--- src/logic/pcpc_defines.svh ---
`ifndef PCPC_DEFINES_SVH
`define PCPC_DEFINES_SVH

// register indices (byte address = index * 4)
`define PCPC_IDX_PLL_CTRL 10'h010
`define PCPC_IDX_PFD_CFG 10'h017
`define PCPC_IDX_CAL_CTRL 10'h018
`define PCPC_IDX_DIST_SEL 10'h1E1
`define PCPC_IDX_UPDATE 10'h232
`define PCPC_IDX_STATUS 10'h300

// field positions
`define PCPC_PWR_LSB 0
`define PCPC_PWR_MSB 1
`define PCPC_CP_LSB 4
`define PCPC_CP_MSB 6
`define PCPC_POL_BIT 7
`define PCPC_ABL_LSB 0
`define PCPC_ABL_MSB 1
`define PCPC_CPI_LSB 4
`define PCPC_CPI_MSB 6
`define PCPC_BYP_BIT 0
`define PCPC_SRC_BIT 1
`define PCPC_CAL_BIT 0

// reset values and codes
`define PCPC_RST_PLL_CTRL 8'h01
`define PCPC_RST_PFD_CFG 8'h00
`define PCPC_RST_CAL_CTRL 8'h00
`define PCPC_RST_DIST_SEL 8'h00
`define PCPC_UPDATE_CODE 8'h01
`define PCPC_PWR_NORMAL 2'h0
`define PCPC_PWR_ASYNC_DOWN 2'h1

`endif

--- src/logic/pcpc_pkg.sv ---
`default_nettype none

package pcpc_pkg;
	// charge pump mode encodings
	typedef enum logic [2:0] {
		PCPC_CP_HIGHZ = 3'b000,
		PCPC_CP_UP = 3'b001,
		PCPC_CP_DOWN = 3'b010,
		PCPC_CP_NORMAL = 3'b011
	} pcpc_cp_mode_t;

	// loop state
	typedef enum logic [1:0] {
		PCPC_ST_OFF = 2'b00,
		PCPC_ST_RUN = 2'b01,
		PCPC_ST_SYNC_DOWN = 2'b10
	} pcpc_state_t;
endpackage

`default_nettype wire

--- src/logic/pcpc_top.sv ---
// What this block does
// - power field 01b holds PLL powered down
// - power field 00b runs loop with settings
// - bypass bit routes clock around VCO divider
// - source bit 0 selects external CLK input
// - bit 7 sets detector polarity sense
// - polarity ignored when internal VCO used
// - writing 0x01 to update applies all
// - detector compares R and N edges
// - two-bit field picks antibacklash width
// - pump mode: highz, normal, up, down
// - pump current in eight equal steps
`timescale 1ns/1ns
`default_nettype none
`include "pcpc_defines.svh"

module pcpc_top #(
	parameter int ADDR_W = 12
) (
	input wire logic clk_sys, // 50 MHz system clock
	input wire logic srst, // synchronous reset, active high
	input wire logic [ADDR_W-1:0] avs_address, // byte address
	input wire logic avs_read, // read request
	input wire logic avs_write, // write request
	input wire logic [31:0] avs_writedata, // write data
	input wire logic [3:0] avs_byteenable, // byte lanes
	output logic [31:0] avs_readdata, // read data
	output logic avs_waitrequest, // stall
	input wire logic ref_div_edge, // divided reference edge pulse
	input wire logic fb_div_edge, // divided feedback edge pulse
	output logic pll_powered_down, // loop off
	output logic pll_run, // loop on, settings applied
	output logic vco_div_bypass, // distribution bypasses VCO divider
	output logic src_is_vco, // 1 internal VCO, 0 external CLK
	output logic pfd_pol_negative, // effective detector polarity
	output logic [1:0] abl_width_sel, // antibacklash width select
	output logic [2:0] cp_current_step, // pump current step 0..7
	output logic cp_pump_up, // pump up command
	output logic cp_pump_down, // pump down command
	output logic cp_high_z, // pump output tristated
	output logic vco_cal_start // one-cycle pulse to start calibration
);
	import pcpc_pkg::*;

	// ----------------------------------------
	// bus decode
	// ----------------------------------------
	// low address bits must be zero, so part-word addresses miss every register
	function automatic logic hit(input logic [ADDR_W-1:0] a, input logic [9:0] idx);
		hit = (a[ADDR_W-1:2] == idx[ADDR_W-3:0]) && (a[1:0] == 2'b00);
	endfunction

	logic ack_reg;
	logic [7:0] stg_pll_reg, stg_pfd_reg, stg_cal_reg, stg_dist_reg;
	logic [7:0] act_pll_reg, act_pfd_reg, act_cal_reg, act_dist_reg;
	logic [31:0] rdata_reg;
	logic up_det_reg, dn_det_reg;
	pcpc_state_t state_reg, state_next;
	logic [7:0] wbyte;
	logic req, wr_take, rd_take, do_update;
	logic hit_pll, hit_pfd, hit_cal, hit_dist, hit_upd, hit_stat;
	logic [7:0] rd_mux;

	assign req = avs_read | avs_write;
	// one wait cycle then ack; keeps read data registered
	assign avs_waitrequest = req & ~ack_reg;
	assign wr_take = avs_write & ack_reg;
	assign rd_take = avs_read & ~ack_reg;
	// registers are one byte wide; the upper lanes carry nothing
	assign wbyte = avs_byteenable[0] ? avs_writedata[7:0] : 8'h00;
	assign hit_pll = hit(avs_address, `PCPC_IDX_PLL_CTRL);
	assign hit_pfd = hit(avs_address, `PCPC_IDX_PFD_CFG);
	assign hit_cal = hit(avs_address, `PCPC_IDX_CAL_CTRL);
	assign hit_dist = hit(avs_address, `PCPC_IDX_DIST_SEL);
	assign hit_upd = hit(avs_address, `PCPC_IDX_UPDATE);
	assign hit_stat = hit(avs_address, `PCPC_IDX_STATUS);
	// only the exact code applies staged values
	assign do_update = wr_take & hit_upd & avs_byteenable[0] &
		(avs_writedata[7:0] == `PCPC_UPDATE_CODE);

	// read mux; unmapped reads as zero, update is not stored so reads zero
	assign rd_mux = hit_pll ? stg_pll_reg :
		hit_pfd ? stg_pfd_reg :
		hit_cal ? stg_cal_reg :
		hit_dist ? stg_dist_reg :
		hit_stat ? {4'h0, src_is_vco, vco_div_bypass, state_reg} : 8'h00;

	// ----------------------------------------
	// bus handshake
	// ----------------------------------------
	always_ff @(posedge clk_sys) begin
		if (srst) begin
			ack_reg <= 1'b0;
			rdata_reg <= 32'h0000_0000;
		end else begin
			ack_reg <= req & ~ack_reg;
			if (rd_take) begin
				rdata_reg <= {24'h00_0000, rd_mux};
			end
		end
	end
	// loaded in the wait cycle, so read data stands at the answering edge
	assign avs_readdata = rdata_reg;

	// ----------------------------------------
	// staging registers
	// ----------------------------------------
	// writes land here only; the loop keeps running on the active copy
	always_ff @(posedge clk_sys) begin
		if (srst) begin
			stg_pll_reg <= `PCPC_RST_PLL_CTRL;
			stg_pfd_reg <= `PCPC_RST_PFD_CFG;
			stg_cal_reg <= `PCPC_RST_CAL_CTRL;
			stg_dist_reg <= `PCPC_RST_DIST_SEL;
		end else if (wr_take && avs_byteenable[0]) begin
			if (hit_pll) begin
				stg_pll_reg <= wbyte;
			end
			if (hit_pfd) begin
				stg_pfd_reg <= wbyte;
			end
			if (hit_cal) begin
				stg_cal_reg <= wbyte;
			end
			if (hit_dist) begin
				stg_dist_reg <= wbyte;
			end
		end
	end

	// ----------------------------------------
	// active registers
	// ----------------------------------------
	// all four copied on the same edge so no half-applied setup exists
	always_ff @(posedge clk_sys) begin
		if (srst) begin
			act_pll_reg <= `PCPC_RST_PLL_CTRL;
			act_pfd_reg <= `PCPC_RST_PFD_CFG;
			act_cal_reg <= `PCPC_RST_CAL_CTRL;
			act_dist_reg <= `PCPC_RST_DIST_SEL;
		end else if (do_update) begin
			act_pll_reg <= stg_pll_reg;
			act_pfd_reg <= stg_pfd_reg;
			act_cal_reg <= stg_cal_reg;
			act_dist_reg <= stg_dist_reg;
		end
	end

	// calibration starts on a 0->1 of the active bit; relies on software
	// clearing and updating first when recalibrating
	logic cal_prev_reg;
	always_ff @(posedge clk_sys) begin
		if (srst) begin
			cal_prev_reg <= 1'b0;
			vco_cal_start <= 1'b0;
		end else begin
			cal_prev_reg <= act_cal_reg[`PCPC_CAL_BIT];
			vco_cal_start <= act_cal_reg[`PCPC_CAL_BIT] & ~cal_prev_reg;
		end
	end

	// ----------------------------------------
	// loop power state
	// ----------------------------------------
	logic [1:0] pwr_field;
	assign pwr_field = act_pll_reg[`PCPC_PWR_MSB:`PCPC_PWR_LSB];

	// 10b/11b treated as a synchronous power-down state
	always_comb begin
		state_next = PCPC_ST_SYNC_DOWN;
		case (pwr_field)
			`PCPC_PWR_NORMAL: state_next = PCPC_ST_RUN;
			`PCPC_PWR_ASYNC_DOWN: state_next = PCPC_ST_OFF;
			default: state_next = PCPC_ST_SYNC_DOWN;
		endcase
	end

	// registered so the power outputs never glitch while the field is copied
	always_ff @(posedge clk_sys) begin
		if (srst) begin
			state_reg <= PCPC_ST_OFF;
		end else begin
			state_reg <= state_next;
		end
	end

	// the reserved power codes count as off, the safer reading
	assign pll_powered_down = (state_reg != PCPC_ST_RUN);
	assign pll_run = (state_reg == PCPC_ST_RUN);

	// ----------------------------------------
	// routing and loop settings
	// ----------------------------------------
	// no frequency check here: a fast source with bypass set is left to software
	assign vco_div_bypass = act_dist_reg[`PCPC_BYP_BIT];
	assign src_is_vco = act_dist_reg[`PCPC_SRC_BIT];
	// internal VCO polarity is fixed, so the bit is masked there
	assign pfd_pol_negative = act_pll_reg[`PCPC_POL_BIT] & ~src_is_vco;
	assign abl_width_sel = act_pfd_reg[`PCPC_ABL_MSB:`PCPC_ABL_LSB];
	// step k gives (k+1) x 600 uA nominal, 4.8 mA at 7
	assign cp_current_step = act_pfd_reg[`PCPC_CPI_MSB:`PCPC_CPI_LSB];

	// ----------------------------------------
	// phase-frequency detector
	// ----------------------------------------
	// classic two-flop detector; both set clears both (antibacklash reset)
	logic pfd_clr;
	assign pfd_clr = (up_det_reg | ref_div_edge) & (dn_det_reg | fb_div_edge);
	// held clear while the loop is off, so a restart begins without a stale command
	always_ff @(posedge clk_sys) begin
		if (srst || !pll_run) begin
			up_det_reg <= 1'b0;
			dn_det_reg <= 1'b0;
		end else if (pfd_clr) begin
			up_det_reg <= 1'b0;
			dn_det_reg <= 1'b0;
		end else begin
			up_det_reg <= up_det_reg | ref_div_edge;
			dn_det_reg <= dn_det_reg | fb_div_edge;
		end
	end

	pcpc_cp_mode_t cp_mode;
	logic det_up, det_dn;
	assign cp_mode = pcpc_cp_mode_t'(act_pll_reg[`PCPC_CP_MSB:`PCPC_CP_LSB]);
	// polarity swaps the commands for negative-slope oscillators
	assign det_up = pfd_pol_negative ? dn_det_reg : up_det_reg;
	assign det_dn = pfd_pol_negative ? up_det_reg : dn_det_reg;

	// ----------------------------------------
	// charge pump mode
	// ----------------------------------------
	// reserved mode codes fall to high impedance, which leaves the filter node alone
	always_comb begin
		cp_pump_up = 1'b0;
		cp_pump_down = 1'b0;
		cp_high_z = 1'b1;
		if (pll_run) begin
			case (cp_mode)
				PCPC_CP_NORMAL: begin
					cp_high_z = 1'b0;
					cp_pump_up = det_up;
					cp_pump_down = det_dn;
				end
				PCPC_CP_UP: begin
					cp_high_z = 1'b0;
					cp_pump_up = 1'b1;
				end
				PCPC_CP_DOWN: begin
					cp_high_z = 1'b0;
					cp_pump_down = 1'b1;
				end
				default: cp_high_z = 1'b1;
			endcase
		end
	end

	// ----------------------------------------
	// checks
	// ----------------------------------------
	// staging and update: actives move only on the update strobe
	a_stage_holds: assert property (@(posedge clk_sys) disable iff (srst)
		!do_update |=> $stable(act_pll_reg) && $stable(act_dist_reg))
		else $error("active settings changed without update");
	a_update_applies: assert property (@(posedge clk_sys) disable iff (srst)
		do_update |=> act_pll_reg == $past(stg_pll_reg) && act_pfd_reg == $past(stg_pfd_reg))
		else $error("update did not copy staged values");
	a_update_cal: assert property (@(posedge clk_sys) disable iff (srst)
		do_update |=> act_cal_reg == $past(stg_cal_reg) && act_dist_reg == $past(stg_dist_reg))
		else $error("update did not copy calibration or routing");
	a_bad_code: assert property (@(posedge clk_sys) disable iff (srst)
		wr_take && hit_upd && !do_update |=> $stable(act_pfd_reg) && $stable(act_cal_reg))
		else $error("wrong update code applied settings");
	a_write_stage: assert property (@(posedge clk_sys) disable iff (srst)
		wr_take && avs_byteenable[0] && hit_pll |=> stg_pll_reg == $past(avs_writedata[7:0]))
		else $error("write did not reach staging");

	// power state and pump silence while the loop is off
	a_power_down: assert property (@(posedge clk_sys) disable iff (srst)
		pwr_field == `PCPC_PWR_ASYNC_DOWN |=> pll_powered_down && cp_high_z)
		else $error("loop not off in power-down");
	a_power_run: assert property (@(posedge clk_sys) disable iff (srst)
		pwr_field == `PCPC_PWR_NORMAL |=> pll_run)
		else $error("loop not running in normal mode");
	a_off_quiet: assert property (@(posedge clk_sys) disable iff (srst)
		pll_powered_down |-> cp_high_z && !cp_pump_up && !cp_pump_down)
		else $error("pump active while loop is off");

	// routing and loop settings follow the staged copy on update; polarity is masked with the internal VCO
	a_bypass_route: assert property (@(posedge clk_sys) disable iff (srst)
		do_update |=> vco_div_bypass == $past(stg_dist_reg[`PCPC_BYP_BIT]) &&
			src_is_vco == $past(stg_dist_reg[`PCPC_SRC_BIT]))
		else $error("routing mismatch");
	a_pulse_update: assert property (@(posedge clk_sys) disable iff (srst)
		do_update |=> abl_width_sel == $past(stg_pfd_reg[`PCPC_ABL_MSB:`PCPC_ABL_LSB]))
		else $error("antibacklash select not applied");
	a_step_update: assert property (@(posedge clk_sys) disable iff (srst)
		do_update |=> cp_current_step == $past(stg_pfd_reg[`PCPC_CPI_MSB:`PCPC_CPI_LSB]))
		else $error("pump current step not applied");
	a_pol_ignored: assert property (@(posedge clk_sys) disable iff (srst)
		src_is_vco |-> !pfd_pol_negative)
		else $error("polarity used with internal oscillator");

	// detector and pump commands
	a_forced_up: assert property (@(posedge clk_sys) disable iff (srst)
		pll_run && cp_mode == PCPC_CP_UP |-> cp_pump_up && !cp_pump_down && !cp_high_z)
		else $error("forced pump up wrong");
	a_forced_down: assert property (@(posedge clk_sys) disable iff (srst)
		pll_run && cp_mode == PCPC_CP_DOWN |-> cp_pump_down && !cp_pump_up && !cp_high_z)
		else $error("forced pump down wrong");
	a_highz_quiet: assert property (@(posedge clk_sys) disable iff (srst)
		pll_run && cp_mode == PCPC_CP_HIGHZ |-> cp_high_z && !cp_pump_up && !cp_pump_down)
		else $error("pump not tristated in hold mode");
	a_pol_swap: assert property (@(posedge clk_sys) disable iff (srst)
		pll_run && cp_mode == PCPC_CP_NORMAL && pfd_pol_negative |->
			cp_pump_up == dn_det_reg && cp_pump_down == up_det_reg)
		else $error("negative polarity did not swap pump commands");
	a_pol_plain: assert property (@(posedge clk_sys) disable iff (srst)
		pll_run && cp_mode == PCPC_CP_NORMAL && !pfd_pol_negative |->
			cp_pump_up == up_det_reg && cp_pump_down == dn_det_reg)
		else $error("pump commands do not follow the detector");
	a_pfd_reset: assert property (@(posedge clk_sys) disable iff (srst)
		up_det_reg && dn_det_reg |-> 1'b0)
		else $error("detector flops both set");
	a_pfd_idle: assert property (@(posedge clk_sys) disable iff (srst)
		!pll_run |=> !up_det_reg && !dn_det_reg)
		else $error("detector active while loop is off");

	// calibration start and bus timing
	a_cal_pulse: assert property (@(posedge clk_sys) disable iff (srst)
		vco_cal_start |=> !vco_cal_start)
		else $error("calibration start longer than one cycle");
	a_cal_rise: assert property (@(posedge clk_sys) disable iff (srst)
		$rose(act_cal_reg[`PCPC_CAL_BIT]) |=> vco_cal_start)
		else $error("calibration start missing after bit rose");
	a_bus_ack: assert property (@(posedge clk_sys) disable iff (srst)
		$rose(req) |-> avs_waitrequest ##1 !avs_waitrequest)
		else $error("bus answer not after one wait cycle");

endmodule // pcpc_top

`default_nettype wire

--- config.mk ---
export PLATFORM = sky130hd
export DESIGN_NAME = pcpc_top
export DESIGN_NICKNAME = d
export VERILOG_FILES = /design/src/logic/pcpc_pkg.sv /design/src/logic/pcpc_top.sv
export VERILOG_INCLUDE_DIRS = /design/src /design/src/logic
export SDC_FILE = /design/constraint.sdc
export NUM_CORES = 1
export LEC_CHECK = 0
export BUFFER_PORTS_ARGS = -buffer_cell sky130_fd_sc_hd__buf_2
export CORE_MARGIN = 8
export CORE_UTILIZATION = 50
export DETAILED_ROUTE_END_ITERATION = 8
export PLACE_DENSITY_LB_ADDON = 0.3
export SLEW_MARGIN = 20
export SYNTH_ARGS = -nofsm -noshare
export SYNTH_HDL_FRONTEND = slang
export SYNTH_SLANG_ARGS = --single-unit
--- constraint.sdc ---
create_clock -name clk_sys -period 2 [get_ports clk_sys]
set_clock_uncertainty 0.1 [all_clocks]
set_input_delay 0.1 -clock clk_sys [delete_from_list [all_inputs] [get_ports clk_sys]]
set_output_delay 0.1 -clock clk_sys [all_outputs]
set_load 0.01 [all_outputs]
== Yosys cells after proc, flatten, opt, wreduce, memory -nomap -nowiden ==
Cells that the tools add are included.

* Input port bits: 54
* Output and inout bits: 47
* Logic and storage cells: 75
* Flip-flop bits (word level): 65

* Reduce and logical (&&, ||, !) cells: 17
* Bitwise operators: 15
* Multiplexer cells: 15
* Equal/unequal tests: 13

{| class="wikitable"
|+ Operators by type and width
! kind !! count
|-
| $mux 8 || 5
|-
| $eq 10x5->1 const B || 3
|-
| $eq 10x10->1 const B || 2
|-
| $eq 10x9->1 const B || 1
|-
| $and 1x1->1 || 9
|-
| $eq 8x1->1 const B || 1
|-
| $reduce_and 2->1 || 4
|-
| $logic_and 1x1->1 || 7
|-
| $eq 3x2->1 const B || 2
|-
| $mux 1 || 6
|-
| $eq 2x1->1 const B || 2
|-
| $logic_not 2->1 || 2
|-
| $mux 4 || 1
|-
| $pmux 1 s2 || 2
|-
| $pmux 2 s2 || 1
|-
| $eq 3x1->1 const B || 1
|-
| $not 1->1 || 3
|-
| $or 1x1->1 || 3
|-
| $reduce_or 3->1 || 1
|-
| $ne 2x1->1 const B || 1
|-
| $reduce_or 2->1 || 1
|-
| $logic_not 1->1 || 1
|-
| $logic_or 1x1->1 || 1
|}

== Depth between registers and ports, before layout ==
Gate-level depths: netlist of the first run.

* Depth after elaboration: 7
* Gate-level depth with buffers: 7
* Depth with buffers taken out: 4

== Worst setup path after synthesis of the first run ==
OpenSTA, ideal clock, no wires.

* Path kind: input port to flip-flop
* Start: input avs_address[5]
* End: register stg_dist_reg[0]
* Buffers on the path: 1
* Library setup time: 128 ps
* Data arrival time: 1559 ps
* Required time: 1772 ps
* Cell stages on the path: 5
* Path slack: 214 ps
* Cell sequence: buf_6 -> or4b_4 -> nor4_4 -> mux2i_1 -> nor2_1

* Word-level cells in the longest chain between the ends: 3

{| class="wikitable"
|+ RTL lines
! item !! line !! RTL
|-
| start: declaration || pcpc_top.sv:22 || <nowiki>input wire logic [ADDR_W-1:0] avs_address,</nowiki>
|-
| $eq 10x9->1 || pcpc_top.sv:50 || <nowiki>hit = (a[ADDR_W-1:2] == idx[ADDR_W-3:0]) && (a[1:0] == 2'b00);</nowiki>
|-
| $logic_and 1x1->1 || pcpc_top.sv:50 ||
|-
| $reduce_and 2->1 (no line) || -- ||
|-
| end signal: assignment || pcpc_top.sv:114 || <nowiki>stg_dist_reg <= `PCPC_RST_DIST_SEL;</nowiki>
|-
| end signal: assignment || pcpc_top.sv:126 || <nowiki>stg_dist_reg <= wbyte;</nowiki>
|-
| end: declaration || pcpc_top.sv:54 || <nowiki>logic [7:0] stg_pll_reg, stg_pfd_reg, stg_cal_reg, stg_dist_reg;</nowiki>
|}

No other way between the ends.
A chain may end at the register's enable or synchronous reset.

== Worst setup path in the final report of the first run ==
* Start: register state_reg[1]
* End: register up_det_reg

* Word-level cells in the longest chain between the ends: 4

{| class="wikitable"
|+ RTL lines
! item !! line !! RTL
|-
| start: declaration || pcpc_top.sv:58 || <nowiki>pcpc_state_t state_reg, state_next;</nowiki>
|-
| start signal: assignment || pcpc_top.sv:183 || <nowiki>state_reg <= state_next;</nowiki>
|-
| $eq 2x1->1 || pcpc_top.sv:189 || <nowiki>assign pll_run = (state_reg == PCPC_ST_RUN);</nowiki>
|-
| $logic_not 1->1 || pcpc_top.sv:211 || <nowiki>if (srst || !pll_run) begin</nowiki>
|-
| $logic_or 1x1->1 || pcpc_top.sv:211 ||
|-
| $reduce_or 2->1 (no line) || -- ||
|-
| end signal: assignment || pcpc_top.sv:218 || <nowiki>up_det_reg <= up_det_reg | ref_div_edge;</nowiki>
|-
| end: declaration || pcpc_top.sv:57 || <nowiki>logic up_det_reg, dn_det_reg;</nowiki>
|}

No other way between the ends.

==> metrics list, run 1 <==
- Share of the clock period used by the worst path: 89.2%
- Portion of synthesized cell area occupied by the leading cell type: 41.1%
* Largest fanout on the critical path: 4
* Worst slew pin tran: 0.562 ns
- Wires add up to 7810 um.
* Start point of the worst min-delay path: avs_writedata[0]
- Initial core utilization: 51.1%
- Clock latency on the worst-skew pair, taken at its later pin, is 0.35 ns.
- Maximum operating frequency: 560 MHz
- In this run the power density over the cells is 762 nW/um^2.
* DR pass1 iterations: 4
- Share of layout cells above drive strength 1: 22.2%
* Post-DR vias/cell: 5.47
- In this run the vertical extent of the chip is 93.1 um.
- Number of vias in the routed layout: 2602
- Measured against its own limit, the worst slew margin works out to 62.2%.
* Synth warn: 0
* Cell area after synthesis: 2970 sq um
- Clock buffers created by TritonCTS: 9
- STA classifies the critical path endpoint as a flop.
- Crit Path Class: flop to flop
* Post-synthesis sequential element count: 61
- For this run, design rule violations remaining after detail routing come to 0.
- The die is 93.1 um wide.
* Antenna-violating nets left: 0
* DP Cell Count: 455
- Data arrives at the worst endpoint at 1.97 ns.
- The number of antenna diodes in the final layout is 0.
* Area inside the core boundary: 5820 sq um
* EDFF count, synth: 0
- Tightest Hold Check Type: primary input to flop
* Count of final hold-check violations: 0
* Average wire length per cell after detail routing: 16.4 um
* Mean instance size in the synthesized netlist: 8.97 sq um
- Overall track demand over capacity in global routing: 18.4%
- Final Critical Period: 1.78 ns
- Commonest cells post-synth: sky130_fd_sc_hd__dfxtp_1, sky130_fd_sc_hd__mux2i_1, sky130_fd_sc_hd__nor2_1
* Startpoint type of the worst setup path: flop
- For this design the static power due to leakage is 1.53 nW.
- The via count of the first global-routing pass is 2512.
* Htree depth: 3
* IO Pins: 101
- Yosys attributes the largest share of cell area to sky130_fd_sc_hd__dfxtp_1, sky130_fd_sc_hd__mux2i_1, sky130_fd_sc_hd__buf_4.
- Fin. max-slew vios: 0
* DRC marker count from the first detailed-route iteration: 245
* Pin count of the biggest net entering global routing: 34
* Launching element of the worst setup path: state_reg[1]
- Area overhead of the layout relative to synthesis: 20.7%
* Placer congestion estimate: 0.894
- The tree is rooted in a sky130_fd_sc_hd__clkbuf_8.
* Clock tree from TritonCTS: yes
- sky130_fd_sc_hd__dfxtp_1 takes more of the synthesized area than any other cell.
- Critical register-to-register path startpoint: state_reg[1]
- Final hold analysis gives a worst-case slack of 0.129 ns.
- Counting the fill cells in the layout gives 531.
* Worst R2R Path Depth: 4
- The initial antenna violation count came to 0.
* Setup slack of the most critical reg-to-reg path: 0.22 ns
- Detailed Place HPWL: 5660 um
* Fin nets: 450
* Proportion of synthesized flip-flops having asynchronous set or reset: 0%
- In the post-synthesis netlist, the cell with the most instances is sky130_fd_sc_hd__dfxtp_1.
- Clock Tree Buf Depth: 2
- Cell count of the worst hold path: 3
- The run finished with clean final reports.
- In the final timing run, aggregate negative setup slack is 0 ns.
- The die covers 8660 sq um.
* Setup fix buffers added after clock tree synthesis: 0
* Maximum vdd drop: 0.424 mV
- Congestion Overflow GR: 0
- Input and output buffers added on the ports amount to 49.
* Number of standard cells in the layout, taps in and fillers out: 476
* Finish-stage setup viols: 0
* End point of the most critical hold path: stg_pll_reg[0]
- Clock slew seen by the registers of the worst setup and hold paths: 0.07 ns
- Top FF cell, synth: sky130_fd_sc_hd__dfxtp_1
- Synthesis produced 331 cells.
- CTS saw 61 sinks.
- The endpoint identified for the worst register-to-register timing path is up_det_reg.
* Wire length of the first global-routing pass: 12600 um
- Setup repair after global routing left no endpoint under its margin.
* Required time reported for the critical path endpoint: 2.19 ns
- The tool flagged a number of max-cap violations equal to 0.
- Seq/Total Area, Yosys: 41.1%
- Number of unique standard cell types used by synthesis: 43
* Rows: 28
[report_power, final]
group | internal, mW | total [mW] | switching [mW] | leakage [nW]
Combinational | 0.0609 | 0.173 | 0.112 | 0.917
Clock | 0.861 | 1.34 | 0.478 | 0.121
Sequential | 1.22 | 1.22 | 0.00228 | 0.491
Total | 2.14 | 2.73 | 0.592 | 1.53
[metrics by stage]
stage	cell area (sq um)	util (%)	setup slack, ns	total power, mW
4_1_cts	3580	61.5	0.203	2.74
5_1_grt	3580	61.6	0.106	2.82
3_5_place_dp	3290	56.5	0.154	1.41
2_1_floorplan	3060	-	0.214	1.37
3_3_place_gp	3290	56.5	0.223	1.40
6_report	3580	61.6	0.216	2.73
[cell usage in the layout, fill, tap and decap left out, types with 4 or more instances in the layout]
cell	instances
sky130_fd_sc_hd__buf_4	17
sky130_fd_sc_hd__o21ai_0	26
sky130_fd_sc_hd__and2_1	9
sky130_fd_sc_hd__clkbuf_8	10
sky130_fd_sc_hd__a32oi_1	4
sky130_fd_sc_hd__a22o_1	4
sky130_fd_sc_hd__nor2b_1	6
sky130_fd_sc_hd__inv_1	5
sky130_fd_sc_hd__and4_1	4
sky130_fd_sc_hd__dfxtp_1	61
sky130_fd_sc_hd__nor2_1	37
sky130_fd_sc_hd__a22oi_1	4
sky130_fd_sc_hd__buf_2	49
sky130_fd_sc_hd__nand2_1	4
sky130_fd_sc_hd__a21oi_1	27
sky130_fd_sc_hd__o22ai_1	4
sky130_fd_sc_hd__nand3_1	14
sky130_fd_sc_hd__conb_1	24
sky130_fd_sc_hd__a221oi_1	4
sky130_fd_sc_hd__and3_1	5
sky130_fd_sc_hd__mux2i_1	37
sky130_fd_sc_hd__a2bb2oi_1	4
sky130_fd_sc_hd__dlygate4sd3_1	5
[worst max path at each step]
stage,slack [ns],end
floorplan,0.21,stg_dist_reg[0]
global placement,0.22,stg_dist_reg[7]
detailed placement,0.15,stg_dist_reg[5]
CTS,0.20,act_pll_reg[6]
global route,0.11,up_det_reg
finish,0.22,up_det_reg
[kinds of logic (layout without fill, tap and decap cells)]
| group | Yosys count | count (layout) | share of synthesized area (%) |
|---|---|---|---|
| AO/OA/AOI/OAI | 80 | 80 | 16.3 |
| buffers and inverters | 46 | 93 | 9.19 |
| flip-flops | 61 | 61 | 41.1 |
| multiplexers | 37 | 37 | 12.5 |
| other | 1 | 24 | 0.126 |
| AND/OR/NAND/NOR | 106 | 106 | 20.8 |
[routing by layer]
layer  wire length [um]  GRT usage (%)  vias up
li1                   -              -     1292
met1               3520           23.7     1195
met2               3550           28.0      102
met3                588           4.89       13
met4                143           8.32        0
met5                  0              0        -
[final cells by class]
type                    instances  area [sq um]  share of cell area [%]
inverters                       5          18.8                   0.524
clock inverters                 4          95.1                    2.65
multi-input cells             247          1570                    43.7
well taps                      75          93.8                    2.62
clock buffers                  12           145                    4.05
repair buffers                 72           443                    12.4
flip-flops and latches         61          1220                    34.1
[worst max-delay path: stages (launching register included)]
cell and delay (ns):
sky130_fd_sc_hd__dfxtp_1 0.32, sky130_fd_sc_hd__nand2b_1 0.21, sky130_fd_sc_hd__or2_2 0.32, sky130_fd_sc_hd__nor4_1 0.21, sky130_fd_sc_hd__dlygate4sd3_1 0.57
[timing repair]
action                                 in CTS  in global routing
hold buffers                                5                  0
endpoints found under the hold margin       3                  0
gates resized for setup                     0                  1
setup endpoints to repair                   0                  1
Note: power is estimated with default switching activity, not from simulation.
==> run 2, diff against run 1 <==
- GPL_TIMING_DRIVEN: unset -> 0
==> run 2 against run 1 <==
Critical path type unchanged. Clock power decreased by 29%. Via count is 4.7% higher. Sequential share of layout area is 0.52 points lower. Power fell by 13%. Combinational power rose by 22%. Fmax down 4.6%. Register-to-register slack worse by 0.09 ns. Flip-flop and latch count is the same.
==> metrics list, run 2 (synthesis results as in run 1) <==
- In this run the remaining antenna-violating nets after routing total 0.
* Diode insertion count for antenna repair: 0
* Total negative setup slack: 0 ns
* Overall track demand over capacity in global routing: 18.6%
- Die width: 93.1 um
- The die covers 8660 sq um.
* IO Pins: 101
* Slew Limit Headroom: 44.4%
- The finished layout holds 496 standard cells, fillers aside.
- Rows: 28
* Clock buffers created by TritonCTS: 9
- STA classifies the critical path endpoint as a flop.
- The floorplan step set the die height to 93.1 um.
* Filler instances: 518
- Number of port buffers: 48
* Clock slew seen by the registers of the worst setup and hold paths: 0.07 ns
* Area overhead of the layout relative to synthesis: 22.5%
- Top library cells by usage in the layout, fill and taps aside: sky130_fd_sc_hd__dfxtp_1, sky130_fd_sc_hd__buf_2, sky130_fd_sc_hd__nor2_1, sky130_fd_sc_hd__mux2i_1, sky130_fd_sc_hd__a21oi_1
- Before CTS, the worst setup slack after placement is -0.474 ns.
* Fin util: 62.6%
- In this run, placement finished with an instance count of 477.
* Result of the run: finished clean
- After the last flow step, the layout net total stands at 472.
- Together, buffers and inverters on the worst path number 2.
- For this configuration, the core starts out at a cell density of 51.1%.
* Sequential Area: 1220 sq um
* Crit Path Class: flop to flop
- Largest fanout on the critical path: 9
* Pwr/cell area: 653 nW/um^2
* Average wire length per cell after detail routing: 16.2 um
* Slowest CP cell: sky130_fd_sc_hd__dfxtp_1
* Number of sinks handled by clock tree synthesis: 61
* Number of vias in the routed layout: 2723
* Vias in the first global route: 2622
- Detailed Place HPWL: 5960 um
- For this run, design rule violations remaining after detail routing come to 0.
* Final Critical Period: 1.87 ns
- For met3 alone, demand over resource in global routing was 4.65%.
- Maximum operating frequency: 534 MHz
* Fin worst setup slack: 0.129 ns
* Clock root cell: sky130_fd_sc_hd__clkbuf_8
* GR met1 Demand/Resource: 22.9%
* Later-pin clock latency in the skew report: 0.33 ns
- Once layout is done, the placed cells without fillers occupy 3640 sq um.
* Htree depth: 3
- Wires add up to 8050 um.
- The longest clock path from root to sink contains 2 buffers.
- IR analysis of the VDD net gives a maximum drop of 0.543 mV.
* Cell area reported after detailed placement: 3390 sq um
* Overall Power: 2.38 mW
* Pin count of the biggest net entering global routing: 11
- In the final layout, the share of cells above drive strength 1 is 23.8%.
* DRC marker count from the first detailed-route iteration: 192
- The worst path uses 93.5% of the clock period.
- Dividing the detail-routed via count by the number of cells gives 5.49.
* Required time reported for the critical path endpoint: 2.12 ns
- Worst slack on hold paths: 0.0796 ns
* Clock tree from TritonCTS: yes
* Lkg Pwr: 1.57 nW
- Data on the critical path arrives at its endpoint at 2.00 ns.
- Count of final hold-check violations: 0
* Congestion Overflow GR: 0
* Fin. max-slew vios: 0
* Delay of the slowest cell on the worst path: 0.42 ns
- Area of combinational cells with multiple inputs: 1590 sq um
- Max-capacitance violation count: 0
* Placer congestion estimate: 0.908
- Leaving out fill and tap cells, the most frequent cell in the layout is sky130_fd_sc_hd__dfxtp_1.
- Tightest Hold Check Type: primary input to flop
- In this run the standard cell core region covers 5820 sq um.
- STA classifies the critical path startpoint as a flop.
* Wire length of the first global-routing pass: 12900 um
- For met2 alone, demand over resource in global routing was 30.1%.
* Busiest grt layer: met2
* Series of cell instances along the critical path: and3_1 -> clkbuf_1 -> and4_1 -> buf_2 -> nor2b_1 -> a211o_1
- Setup violations remaining at the end of the flow were counted as 0.
- Initial antenna violation count: 0
- For the pin with the worst max-slew slack, the measured transition is 0.828 ns.
* DR pass1 iterations: 4
- Kind of cell with the highest combined delay on the critical path: buffers and inverters
[run 2: changes by cell type in the layout (fill, tap and decap cells not counted), sizes merged]
cell / delta
buf: +10
clkbuf: +12
bufinv: -3
clkinv: +1
[run 2: worst register-to-register path, stage by stage, from the launching register on]
cell	delay, ns
sky130_fd_sc_hd__dfxtp_1	0.42
sky130_fd_sc_hd__and3_1	0.18
sky130_fd_sc_hd__clkbuf_1	0.21
sky130_fd_sc_hd__and4_1	0.22
sky130_fd_sc_hd__buf_2	0.28
sky130_fd_sc_hd__nor2b_1	0.09
sky130_fd_sc_hd__a211o_1	0.27
[run 2: area by class of cell]
class / instances / share of cell area, %
multi-input combinational: 247 / 43.6
sequential: 61 / 33.6
timing repair buffer: 54 / 8.18
buffer: 40 / 6.98
clock buffer: 12 / 4.26
tap: 75 / 2.58
inverter: 5 / 0.516
clock inverter: 2 / 0.275
[run 2: path summary, 6_finish.rpt]
| kind | from | to | slack (ns) | cells past startpoint |
|---|---|---|---|---|
| max | ack_reg | stg_pll_reg[0] | 0.13 | 6 |
| min | srst | avs_readdata[6] | 0.08 | 4 |
| max reg2reg | ack_reg | stg_pll_reg[0] | 0.13 | 6 |
| min reg2reg | cal_prev_reg | vco_cal_start | 0.28 | 1 |
[run 2: repair_timing]
item / in CTS / in global routing
pin swaps: 0 / 2
resized for setup: 2 / 4
setup buffers: 0 / 1
endpoints found under the hold margin: 3 / 0
hold buffers: 5 / 0
setup endpoints to repair: 18 / 28
[run 2: metal layers]
metal | up-vias | share of wire, %
met5 | - | 0
met4 | 0 | 1.6
met3 | 11 | 8.9
met2 | 108 | 47
met1 | 1279 | 43
li1 | 1325 | -
[run 2: power by group]
group / switching, mW / total, mW / internal, mW
Clock: 0.447 / 0.947 / 0.499
Sequential: 0.00236 / 1.22 / 1.22
Combinational: 0.123 / 0.211 / 0.0876
